**src/design/tbocc_pkg.sv**
```systemverilog
// Purpose: Constants and types for the T1 bit-oriented code controller
// Assumes: 8-bit register port, registers at their printed offsets
// Notes:   Field positions follow the code control and status layouts
package tbocc_pkg;
  // Register offsets
  localparam logic [7:0] OFF_EVT_STATUS = 8'h18;
  localparam logic [7:0] OFF_EVT_MASK   = 8'h19;
  localparam logic [7:0] OFF_CODE_CTL   = 8'h1f;
  localparam logic [7:0] OFF_RX_BYTE    = 8'h50;
  localparam logic [7:0] OFF_TX_BYTE    = 8'h51;
  localparam logic [7:0] OFF_MATCH_1    = 8'h52;
  localparam logic [7:0] OFF_MATCH_2    = 8'h53;
  // Code control fields
  localparam int CTL_SEND    = 0;
  localparam int CTL_FILT_LO = 1;
  localparam int CTL_FILT_HI = 2;
  localparam int CTL_RX_RST  = 3;
  localparam int CTL_RX_EN   = 4;
  localparam logic [7:0] CTL_USED_MASK = 8'h1f;
  // Event status fields
  localparam int EV_CODE_CHG = 0;
  localparam int EV_MATCH    = 1;
  localparam int EV_TX_EMPTY = 2;
  localparam int EV_RX_FULL  = 3;
  localparam int EV_ABORT    = 4;
  localparam int EV_CLEAR    = 5;
  localparam int EV_CLK_LOSS = 6;
  localparam int EV_AIS_CI   = 7;
  // Reset values and code framing
  localparam logic [7:0] RST_REG     = 8'h00;
  localparam logic [5:0] CODE_PRESET = 6'h3f;
  localparam logic [7:0] FLAG_ONES   = 8'hff;
  // Filter repetition counts for settings 00, 01, 10, 11
  localparam logic [2:0] FILT_N0 = 3'h1;
  localparam logic [2:0] FILT_N1 = 3'h3;
  localparam logic [2:0] FILT_N2 = 3'h5;
  localparam logic [2:0] FILT_N3 = 3'h7;
  // Bit counts on the data link, and the clock-loss count in prescaled master clock ticks
  localparam logic [3:0] ABORT_ONES = 4'h8;
  localparam logic [4:0] CLEAR_BITS = 5'h1e;
  localparam logic [3:0] CLK_LOSS_N = 4'hf;
  localparam logic [3:0] CODE_LAST  = 4'hf;
  localparam logic [3:0] BYTE_LAST  = 4'h7;

  typedef enum logic [1:0] {TX_IDLE, TX_DATA, TX_CODE, TX_ABORT} tbocc_tx_t;

  // Whole state of the controller
  typedef struct packed {
    logic [7:0] ctl;
    logic [7:0] mask;
    logic [7:0] match1;
    logic [7:0] match2;
    logic [7:0] tx_byte;
    logic       tx_full;
    logic [7:0] status;
    tbocc_tx_t  tx_st;
    logic [15:0] tx_sh;
    logic [3:0] tx_cnt;
    logic       tx_bit;
    logic [15:0] rx_sh;
    logic [7:0] rx_asm;
    logic [2:0] rx_bcnt;
    logic [7:0] rx_byte;
    logic [5:0] code;
    logic [5:0] last_code;
    logic [2:0] rep;
    logic [3:0] ones;
    logic [4:0] since_abort;
    logic       transmit_clock_input_q;
    logic [3:0] loss_cnt;
    logic [7:0] rd_data;
    logic       irq;
  } tbocc_state_t;
endpackage : tbocc_pkg

```
**src/design/tbocc_top.sv**
```systemverilog
// Purpose: T1 bit-oriented code generator, detector and link event flags
// Assumes: One data-link bit slot per i_fdl_tick; all inputs except i_rst_n synchronous
// Notes:   Events latch until the status register is read
//
// The address-and-strobe port was chosen for this implementation.
`timescale 1ns/1ps
module tbocc_top
  import tbocc_pkg::*;
(
  input  wire logic       i_clk,      // 100 MHz system clock
  input  wire logic       i_rst_n,    // Async reset, active low
  input  wire logic [7:0] i_addr,     // Register offset
  input  wire logic [7:0] i_wr_data,  // Register write data
  input  wire logic       i_wr,       // Write strobe
  input  wire logic       i_rd,       // Read strobe
  input  wire logic       i_t1_mode,  // Line runs in T1 mode
  input  wire logic       i_fdl_tick, // One pulse per data-link bit slot
  input  wire logic       i_rx_bit,   // Received data-link bit
  input  wire logic       i_transmit_clock_input,     // Transmit clock level
  input  wire logic       i_mclk_tick,// Prescaled master clock pulse
  input  wire logic       i_ais_ci,   // Customer alarm pattern seen
  output logic [7:0]      o_rd_data,  // Read data, cycle after i_rd
  output logic            o_tx_bit,   // Outgoing data-link bit
  output logic            o_irq       // Any unmasked flag set
);

  tbocc_state_t r;
  tbocc_state_t next_r;

  logic [7:0]  ev_set;
  logic [2:0]  need;
  logic        code_on;
  logic        rx_code_on;
  logic        rx_rst_edge;
  logic        seen;
  logic [5:0]  seen_code;
  logic [15:0] code_word;
  logic [7:0]  full_byte;
  logic [2:0]  rep_new;

  // Repetitions required by the filter setting
  always_comb
  begin
    unique case ({r.ctl[CTL_FILT_HI], r.ctl[CTL_FILT_LO]})
      2'b00: need = FILT_N0;
      2'b01: need = FILT_N1;
      2'b10: need = FILT_N2;
      2'b11: need = FILT_N3;
    endcase
  end

  // Code framing: eight ones, zero, six code bits, zero
  assign code_word   = {1'b0, r.tx_byte[5:0], 1'b0, FLAG_ONES};
  assign code_on     = r.ctl[CTL_SEND] & i_t1_mode;
  assign rx_code_on  = r.ctl[CTL_RX_EN] & i_t1_mode;
  assign rx_rst_edge = i_wr & (i_addr == OFF_CODE_CTL)
                     & i_wr_data[CTL_RX_RST] & ~r.ctl[CTL_RX_RST];
  // Oldest bit sits in rx_sh[0]; a full frame is flag, 0, code, 0
  assign seen        = (r.rx_sh[7:0] == FLAG_ONES) & ~r.rx_sh[8]
                     & ~r.rx_sh[15];
  assign seen_code   = r.rx_sh[14:9];
  assign full_byte   = {i_rx_bit, r.rx_asm[7:1]};
  assign rep_new     = (seen_code != r.last_code) ? 3'h1 :
                       (r.rep == FILT_N3) ? r.rep : r.rep + 3'h1;

  always_comb
  begin
    next_r = r;
    ev_set = '0;

    // Register writes; unused control bits are not stored
    if (i_wr)
    begin
      unique case (i_addr)
        OFF_EVT_MASK: next_r.mask   = i_wr_data;
        OFF_CODE_CTL: next_r.ctl    = i_wr_data & CTL_USED_MASK;
        OFF_MATCH_1:  next_r.match1 = i_wr_data;
        OFF_MATCH_2:  next_r.match2 = i_wr_data;
        OFF_TX_BYTE:  next_r.tx_byte = i_wr_data;
        default:      next_r.tx_full = r.tx_full;
      endcase
    end

    // Transmit serializer, one bit per slot, LSB first
    if (i_fdl_tick)
    begin
      if (r.tx_st != TX_IDLE && r.tx_cnt != 4'h0)
      begin
        next_r.tx_bit = r.tx_sh[0];
        next_r.tx_sh  = {1'b1, r.tx_sh[15:1]};
        next_r.tx_cnt = r.tx_cnt - 4'h1;
      end
      else if (code_on)
      begin
        next_r.tx_st  = TX_CODE;
        next_r.tx_bit = code_word[0];
        next_r.tx_sh  = {1'b1, code_word[15:1]};
        next_r.tx_cnt = CODE_LAST;
      end
      else if (r.tx_st == TX_CODE)
      begin
        next_r.tx_st  = TX_ABORT;
        next_r.tx_bit = 1'b1;
        next_r.tx_sh  = {8'h00, FLAG_ONES};
        next_r.tx_cnt = BYTE_LAST;
      end
      else if (r.tx_full)
      begin
        next_r.tx_st   = TX_DATA;
        next_r.tx_bit  = r.tx_byte[0];
        next_r.tx_sh   = {8'hff, r.tx_byte};
        next_r.tx_sh   = {1'b1, next_r.tx_sh[15:1]};
        next_r.tx_cnt  = BYTE_LAST;
        next_r.tx_full = 1'b0;
        ev_set[EV_TX_EMPTY] = 1'b1;
      end
      else
      begin
        next_r.tx_st  = TX_IDLE;
        next_r.tx_bit = 1'b1;
      end
    end
    // Fresh send_code cuts the word, even one loaded in this slot,
    // so the code is never held back behind a pending data byte
    if (i_wr && i_addr == OFF_CODE_CTL && i_wr_data[CTL_SEND]
        && !r.ctl[CTL_SEND])
    begin
      next_r.tx_st  = TX_IDLE;
      next_r.tx_cnt = 4'h0;
    end
    // A host write refills the buffer and wins over its unload
    if (i_wr && i_addr == OFF_TX_BYTE)
      next_r.tx_full = 1'b1;

    // Receive side: byte assembly, abort and clear counting
    if (i_fdl_tick)
    begin
      next_r.rx_sh   = {i_rx_bit, r.rx_sh[15:1]};
      next_r.rx_asm  = full_byte;
      next_r.rx_bcnt = r.rx_bcnt + 3'h1;
      if (r.rx_bcnt == BYTE_LAST[2:0])
      begin
        next_r.rx_byte = full_byte;
        ev_set[EV_RX_FULL] = 1'b1;
        if (full_byte == r.match1 || full_byte == r.match2)
          ev_set[EV_MATCH] = 1'b1;
      end
      if (!i_rx_bit)
        next_r.ones = 4'h0;
      else if (r.ones != ABORT_ONES)
        next_r.ones = r.ones + 4'h1;
      if (i_rx_bit && r.ones == ABORT_ONES - 4'h1)
      begin
        ev_set[EV_ABORT]   = 1'b1;
        next_r.since_abort = 5'h0;
      end
      else if (r.since_abort != CLEAR_BITS)
      begin
        next_r.since_abort = r.since_abort + 5'h1;
        if (r.since_abort == CLEAR_BITS - 5'h1)
          ev_set[EV_CLEAR] = 1'b1;
      end
    end

    // Code detector with repetition filter
    if (!rx_code_on || rx_rst_edge)
    begin
      next_r.code      = CODE_PRESET;
      next_r.last_code = CODE_PRESET;
      next_r.rep       = 3'h0;
    end
    else if (i_fdl_tick && seen)
    begin
      next_r.last_code = seen_code;
      next_r.rep       = rep_new;
      if (rep_new >= need && seen_code != r.code)
      begin
        next_r.code = seen_code;
        ev_set[EV_CODE_CHG] = 1'b1;
      end
    end

    // Transmit clock watchdog on prescaled ticks
    next_r.transmit_clock_input_q = i_transmit_clock_input;
    if (i_transmit_clock_input != r.transmit_clock_input_q)
      next_r.loss_cnt = 4'h0;
    else if (i_mclk_tick && r.loss_cnt != CLK_LOSS_N)
    begin
      next_r.loss_cnt = r.loss_cnt + 4'h1;
      if (r.loss_cnt == CLK_LOSS_N - 4'h1)
        ev_set[EV_CLK_LOSS] = 1'b1;
    end

    ev_set[EV_AIS_CI] = i_ais_ci & i_t1_mode;

    // Read data; code mode hides raw byte and upper bits
    next_r.rd_data = 8'h00;
    if (i_rd)
    begin
      unique case (i_addr)
        OFF_EVT_STATUS: next_r.rd_data = r.status;
        OFF_EVT_MASK:   next_r.rd_data = r.mask;
        OFF_CODE_CTL:   next_r.rd_data = r.ctl;
        OFF_RX_BYTE:    next_r.rd_data = rx_code_on ? {2'b00, r.code}
                                                    : r.rx_byte;
        OFF_TX_BYTE:    next_r.rd_data = r.tx_byte;
        OFF_MATCH_1:    next_r.rd_data = r.match1;
        OFF_MATCH_2:    next_r.rd_data = r.match2;
        default:        next_r.rd_data = 8'h00;
      endcase
    end

    // Read clears flags, but a new event in the same cycle survives
    if (i_rd && i_addr == OFF_EVT_STATUS)
      next_r.status = ev_set;
    else
      next_r.status = r.status | ev_set;
    next_r.irq = |(next_r.status & r.mask);
    if (i_wr && i_addr == OFF_EVT_MASK)
      next_r.irq = |(next_r.status & i_wr_data);
  end

  // State register; all host registers clear on reset
  always_ff @(posedge i_clk or negedge i_rst_n)
  begin
    if (!i_rst_n)
    begin
      r           <= '0;
      r.tx_st     <= TX_IDLE;
      r.tx_bit    <= 1'b1;
      r.code      <= CODE_PRESET;
      r.last_code <= CODE_PRESET;
    end
    else
      r <= next_r;
  end

  assign o_rd_data = r.rd_data;
  assign o_tx_bit  = r.tx_bit;
  assign o_irq     = r.irq;
endmodule : tbocc_top

```
**config.mk**
```make
export PLATFORM = sky130hd
export DESIGN_NAME = tbocc_top
export DESIGN_NICKNAME = d
export VERILOG_FILES = /design/src/design/tbocc_pkg.sv /design/src/design/tbocc_top.sv
export SDC_FILE = /design/constraint.sdc
export NUM_CORES = 1
export LEC_CHECK = 0
export ABC_AREA = 0
export BUFFER_PORTS_ARGS = -buffer_cell sky130_fd_sc_hd__buf_2
export CORE_UTILIZATION = 55
export DETAILED_ROUTE_END_ITERATION = 8
export GPL_TIMING_DRIVEN = 0
export PLACE_DENSITY = 0.74
export RECOVER_POWER = 25
export SETUP_SLACK_MARGIN = 0.02
export SLEW_MARGIN = 20
export SYNTH_ARGS = -nofsm -noshare
export SYNTH_HDL_FRONTEND = slang
export SYNTH_SLANG_ARGS = --single-unit
```
**constraint.sdc**
```tcl
create_clock -name i_clk -period 2.85 [get_ports i_clk]
set_clock_uncertainty 0.2 [all_clocks]
set_input_delay 0.285 -clock i_clk [delete_from_list [all_inputs] [get_ports i_clk]]
set_output_delay 0.285 -clock i_clk [all_outputs]
set_load 0.01 [all_outputs]
```
* Word-level counts from Yosys, hierarchy flattened *
Cells that the tools add are included.

cells by class
  reduce and logical (&&, ||, !) cells = 39
  bitwise logic cells = 14
  muxes and demuxes = 53
  equal/unequal tests = 27
  $add $sub $neg = 6
  $lt $le $gt $ge = 1

operator list
  cell                                                              count
  23-bit two-way mux                                                3
  8-bit one-hot mux with 7 select lines                             1
  8-bit by 7-bit == test with 1-bit output (second input constant)  4
  15-bit two-way mux                                                2
  1-bit two-way mux                                                 28
  8-bit by 5-bit == test with 1-bit output (second input constant)  3
  8-bit two-way mux                                                 3
  2-bit AND reduction                                               12
  21-bit two-way mux                                                1
  20-bit two-way mux                                                1
  4-bit two-way mux                                                 5
  8-bit bitwise AND                                                 2
  8-bit == test                                                     2
  8-bit OR reduction                                                2
  6-bit != test                                                     2
  3-bit one-hot mux with 4 select lines                             1
  2-bit nonzero test                                                6
  1-bit logical AND                                                 11
  5-bit two-way mux                                                 2
  3-bit two-way mux                                                 3
  4-bit by 1-bit adder with 4-bit output (second input constant)    2
  1-bit bitwise AND                                                 8
  8-bit == test (second input constant)                             1
  4-bit != test (second input constant)                             2
  22 further kinds                                                  33

storage, ports and cells
  bits of input ports = 26
  register bits = 142

* Longest topological paths before layout *
Gate-level depths: netlist of the first run.

  depth after elaboration = 13
  gate-level depth with buffers = 11
  depth with buffers taken out = 10

* Worst setup path before layout of the first run *
OpenSTA, ideal clock, no wires.

  path type = register to register
  start = register r[69] in the netlist's numbering
  end = register r, in the netlist o_irq
  required time = 2.524 ns
  stages on the path, launching flop included = 12
  data arrival time = 2.555 ns
  setup slack = -0.031 ns
  period minus slack after synthesis = 2.881 ns
  cells stage by stage = dfrtp_1 -> buf_2 -> xnor2_1 -> nand4_1 -> nor3_2 -> a21boi_0 -> ha_1 -> o21a_1 -> o221ai_1 -> a31oi_2 -> a22o_1 -> a221o_1

RTL lines
  item                    RTL line          RTL
  start, declared         tbocc_top.sv:27   tbocc_state_t r;
  start signal, assigned  tbocc_top.sv:235  r <= next_r;

==> results of run 1 <==
-- layout by cell type (no fill, tap or decap), drive strengths merged, types with 5 or more instances in the layout --
cell type    synthesis  layout
xnor2               28      28
mux2                68      68
o21ai               38      38
dlygate4sd3          0       6
a21oi               24      24
nor4b                5       5
mux4                 7       7
nand2               70      70
nor2                26      26
xor2                 8       8
nand4               16      16
a31oi               11      11
buf                 24      65
dfstp               13      13
or3                  9       9
nand3               23      23
ha                  13      13
nor2b                6       6
a22oi                6       6
clkbuf              16      45
inv                 16      16
mux2i               15      15
dfrtp              121     121
-- logic make-up after synthesis --
kind of cell / Yosys count / share of synthesized area [%]
buffers and inverters: 56 / 3.73
AO/OA/AOI/OAI: 115 / 10.9
multiplexers: 90 / 15.6
AND/OR/NAND/NOR: 181 / 13.8
adder cells (fa/ha/maj): 13 / 2.36
XOR/XNOR: 36 / 4.58
flip-flops: 134 / 49.0
-- metrics by stage --
| step | hold slack, ns | utilization (%) | setup WS, ns | TNS, ns |
|---|---|---|---|---|
| after floorplan | -0.211 | - | 0.0223 | 0 |
| after global routing | 0.0355 | 66.1 | -0.107 | -3.11 |
| after global placement | 0.219 | 60.1 | -0.426 | -51.01 |
| after CTS | 0.0121 | 65.7 | 0.0343 | 0 |
| final | 0.0335 | 66.1 | 0.0254 | 0 |
| after detailed placement | 0.00237 | 60.5 | -0.253 | -0.267 |
-- critical path, stage by stage, from the launching register on --
cell,delay [ns]
dfstp_2,0.56
xnor2_2,0.11
nand4_1,0.16
nor3_4,0.24
a21boi_2,0.21
ha_1,0.25
o21a_1,0.18
o221ai_2,0.22
a31oi_4,0.06
a22o_1,0.21
a221o_1,0.32
-- routing by layer --
layer / share of wire, % / wire [um]
met2: 46 / 7490
met1: 43 / 7110
met3: 7.5 / 1230
met4: 3.1 / 503
met5: 0 / 0
-- what timing repair did --
item,4_1_cts,5_1_grt
gates resized for setup,2,7
setup buffers,3,8
hold buffers,6,0
setup endpoints to repair,7,15
pin swaps,4,5
endpoints found under the hold margin,84,0
-- area by class of cell --
cell class                      count  area share (%)
Inverter                           16           0.750
Antenna cell                        1          0.0312
Sequential cell                   134            42.1
Timing Repair Buffer               49            3.84
Clock buffer                       27            6.15
Tap cell                          168            2.62
Buffer                             40            2.78
Clock inverter                      5           0.625
Multi-Input combinational cell    435            41.1
-- state kept, by name, indices dropped and copies added (netlist names) --
register,flops
r,118
o_rd_data,8
o_tx_bit,1
code_word,6
o_irq,1
-- power by group through the flow --
stage          sequential [mW]  clock, mW  combinational (mW)
2_1_floorplan             2.53          0                1.16
3_3_place_gp              2.58          0                1.47
3_5_place_dp              2.61          0                1.54
4_1_cts                   2.59       2.05                1.57
5_1_grt                   2.65       2.14                1.80
6_report                  2.60       2.04                1.61
-- worst paths after layout --
check                              end  slack (ns)
max in group asynchronous       r[130]        0.32
min in group asynchronous        r[60]        0.40
worst min register to register   r[86]        0.27
worst max-delay path             o_irq        0.03
worst max register to register   o_irq        0.03
worst min-delay path            r[127]        0.03
==> out/qor.yml, run 1 <==
dp.cells: 825
synth_edf_count: 0
clock-sinks: 134
cts_root_buffer: "clkbuf_16"
cts_buffers: 17
synth_top_area_cell: "dfrtp_1"
design_area_mm2: 0.00801
drive_above_1_share_pct: 27.1
io_pins: 36
area_growth_pct: 16.4
dr.pass1.iters: 7
synth-main-ff-cell: "dfrtp_1"
synthTopCellsByArea: "dfrtp_1, mux2_2, dfstp_2, nand2_1, xnor2_1"
worstSetupStartpoint: "r[30]"
reg2reg_depth: 10
die_h_um: 114
synth_area_per_cell_um2: 11.0
cts_max_path_buffers: 2
rsz0062_at_grt: "yes"
slew_headroom_pct: 24.6
vias: 5204
crit_type: "reg2reg"
synth_cells: 625
seq_area_mm2: 0.00337
whs_path_depth: 2
drt_iter0_drc: 555
swShare_pct: 31.3
hp-start: "i_wr_data[6]"
crit_path_end_kind: "flip-flop"
fin_crit_sh_pct: 99.1
yosys_warnings: 0
path_max_fanout: 3
status: "completed"
max_cap_viol_count: 0
ys_types: 62
die_w_um: 114
combPwrFrac_pct: 25.7
grt_pass1_vias: 5171
power_density_mw_per_mm2: 780
synth_area_mm2: 0.00688
stdcell_count: 875
p_leak_nw: 3.55
sequentialPowerShare_pct: 41.6
synth_largest_type_area_fraction_pct: 44.0
hold_violations: 0
grt_use_met2_pct: 41.1
grt_util_met3_pct: 6.48
hold_path.class: "in2reg"
critPathLaunchType: "flip-flop"
nets: 732
grt_pass1_wl_um: 26700
period_needed_ns: 2.82
irDropWorstVdd_uv: 423
dieArea_mm2: 0.0130
grt_antenna_before_repair: 0
port_buffers: 31
internal_power_mw: 4.29
required_ns: 2.94
drtAntennaViolNets: 0
cts_tree: "built"
synth.top_cells.by_count: "dfrtp_1, nand2_1, mux2_2, o21ai_0, xnor2_1"
start_util_pct: 56.8
overflow: 0
drv_slew: 0
worst_pin_slew_ns: 1.13
grt.total_usage_pct: 27.1
synth.net_count: 664
synthArstFlopShare_pct: 100
wl_um: 16300
nFillCells: 947
num_rows: 40
gp_congestion: 0.893
core-area_mm2: 0.0121
setup_violations: 0
yosysSeqAreaShare_pct: 49.0
path_clk_slew_ns: 0.06
power_switching_mw: 1.95
finalPower_mw: 6.25
routed_via_density: 5.95
power_frac_clock_pct: 32.6
dp_hpwl_um: 11200
use_met1_pct: 37.2
grt_max_degree: 92
r2r_start: "r[30]"
h-tree-depth: 4
yosysMostFrequentCell: "dfrtp_1"
ys_ff_latch: 134
place_area_mm2: 0.00732
clkLatencyLatePin_ns: 0.42
route.detailed.drc: 0
wl_per_cell_um: 18.7
multi_input_comb_area_mm2: 0.00330
clock.fmax_mhz: 354
top_usage_layer: "met2"
crit_arrival_ns: 2.92
Note: power is estimated with default switching activity, not from simulation.
==> run 2, diff against run 1 <==
Settings changed: CORE_ASPECT_RATIO set to 0.75, CORE_UTILIZATION 55 to 35, PLACE_DENSITY 0.74 to 0.5.
==> run 2 against run 1 <==
- die area is 56% higher
- largest power group unchanged
- global-route usage is 8.2 points lower
- largest cell class unchanged
- count of clock-buffer cells in the layout is 2 lower
- setup slack better by 0.022 ns
- total power is 5.2% higher
==> out/qor.yml, run 2 (synthesis results as in run 1) <==
critPathLaunchType: "flip-flop"
grt_max_degree: 83
power_density_mw_per_mm2: 799
seq_area_mm2: 0.00337
gp_congestion: 0.832
setup_tns_ns: 0
setup_violations: 0
wl_um: 18100
clkLatencyLatePin_ns: 0.43
cts_buffers: 17
r2r_end: "o_irq"
overflow: 0
grt_pass1_wl_um: 28200
die_w_um: 164
grt.total_usage_pct: 18.9
grt_antenna_before_repair: 0
max_cap_viol_count: 0
crit_path_end: "o_irq"
routed_via_density: 5.37
hold_violations: 0
internal_power_mw: 4.56
vias: 5149
cts_root_buffer: "clkbuf_16"
start_util_pct: 35.6
fin_crit_sh_pct: 98.3
critical_path_buf_inv_count: 0
cts_max_path_buffers: 2
whs_ns: 0.0147
cp_num_cells: 10
required_ns: 2.95
io_pins: 36
design_area_mm2: 0.00823
worst_pin_slew_ns: 1.33
reg2reg_depth: 10
layout_setup_ws_ns: 0.0476
swShare_pct: 30.5
path_max_fanout: 3
multi_input_comb_area_mm2: 0.00333
route.detailed.drc: 0
rsz0062_at_grt: "yes"
place_area_mm2: 0.00743
irDropWorstVdd_uv: 393
diodes: 0
nFillCells: 1813
cts_tree: "built"
most-common-layout-cells: "dfrtp_1, nand2_1, mux2_2"
period_needed_ns: 2.80
dr.pass1.iters: 5
final_common_cell: "dfrtp_1"
clock-sinks: 134
sequentialPowerShare_pct: 39.5
crit_path_end_kind: "flip-flop"
port_buffers: 31
hold_path.class: "in2reg"
worstSetupStartpoint: "r[29]"
dp_slack_ns: -0.337
largest_reg_flops: 118
area_growth_pct: 19.6
top_register: "r"
path_clk_slew_ns: 0.06
wl_per_cell_um: 18.9
status: "completed"
drv_slew: 0
dieArea_mm2: 0.0202
cpMaxStageDelayCell: "dfstp_2"
crit_chain: "xnor2_2, nand4_1, nor3_4, a21boi_4, ha_1, o21a_1, o221ai_2, a31oi_4, a22o_1, a221o_1"
die_h_um: 123
reg2reg_setup_slack_ns: 0.05
core-area_mm2: 0.0193
cpLargestDelayFamily: "compound AO/OA/AOI/OAI gates"
power_frac_clock_pct: 35.4
nets: 732
h-tree-depth: 4
clock.fmax_mhz: 357
power_switching_mw: 2.01
drive_above_1_share_pct: 28.6
num_rows: 44
r2r_start: "r[29]"
dp_hpwl_um: 12900
p_leak_nw: 3.60
drt_iter0_drc: 443
grt_pass1_vias: 4872
combPwrFrac_pct: 25.1
crit_arrival_ns: 2.90
slew_headroom_pct: 11.2
max_stage_delay_ns: 0.55
crit_type: "reg2reg"
drtAntennaViolNets: 0
run 2: cell count changes in the layout (fill, tap and decap cells not counted), moves of 2 or more:
cell / delta
buf_4: +2
bufinv_16: +2
clkbuf_1: -5
clkbuf_8: +3
clkinv_2: -2
clkinvlp_4: +2
dlygate4sd3_1: -2
xnor2_1: -2
xnor2_2: +2
run 2: area by class of cell:
cell class | instances | area share [%]
multi-input combinational | 435 | 40.4
clock buffer | 25 | 6.27
inverter | 16 | 0.730
sequential | 134 | 41.0
tap | 253 | 3.85
timing repair buffer | 49 | 3.68
clock inverter | 7 | 1.40
buffer | 40 | 2.71
run 2: how the worst min path moves through the flow:
stage                                start            end  slack (ns)  cells past startpoint
detailed placement                 i_rst_n          r[10]        0.02                      1
floorplan                          i_rst_n  code_word[10]       -0.21                      0
global route                  i_wr_data[0]   code_word[9]       0.009                      2
CTS                           i_wr_data[5]  code_word[14]       0.006                      2
global placement    i_transmit_clock_input          r[13]        0.22                      1
finish                        i_wr_data[5]  code_word[14]        0.01                      2
run 2: worst register-to-register path, delay by kind of cell, from the launching register on:
family | cells | cell delay (ns)
AO/OA/AOI/OAI | 6 | 1.23
flip-flops | 1 | 0.55
adder cells (fa/ha/maj) | 1 | 0.24
AND/OR/NAND/NOR | 2 | 0.36
XOR/XNOR | 1 | 0.11
run 2: repair_timing:
item	4_1_cts	5_1_grt
gates resized for setup	7	6
setup buffers	4	9
hold endpoints to repair	58	0
setup endpoints to repair	8	15
hold buffers	4	0
pin swaps	4	1
run 2: power groups by stage:
stage	Combinational [mW]	Sequential, mW	Clock [mW]
after floorplan	1.16	2.53	0
after global placement	1.53	2.60	0
after detailed placement	1.57	2.62	0
after CTS	1.62	2.59	2.37
after global routing	1.85	2.65	2.46
final	1.65	2.59	2.33
run 2: metrics by stage:
stage / power, mW / util, % / instances
3_3_place_gp: 4.13 / 38.2 / 909
3_5_place_dp: 4.19 / 38.4 / 910
5_1_grt: 6.96 / 42.6 / 959
2_1_floorplan: 3.69 / - / 625
4_1_cts: 6.58 / 42.2 / 950
6_report: 6.57 / 42.6 / 959
run 2: per-layer routing:
layer | share of wire, % | GRT usage [%] | wire (um)
met2 | 42 | 26.4 | 7550
met4 | 0.88 | 4.86 | 159
met3 | 5.9 | 4.46 | 1060
met5 | 0 | 0 | 0
met1 | 51 | 28.8 | 9310
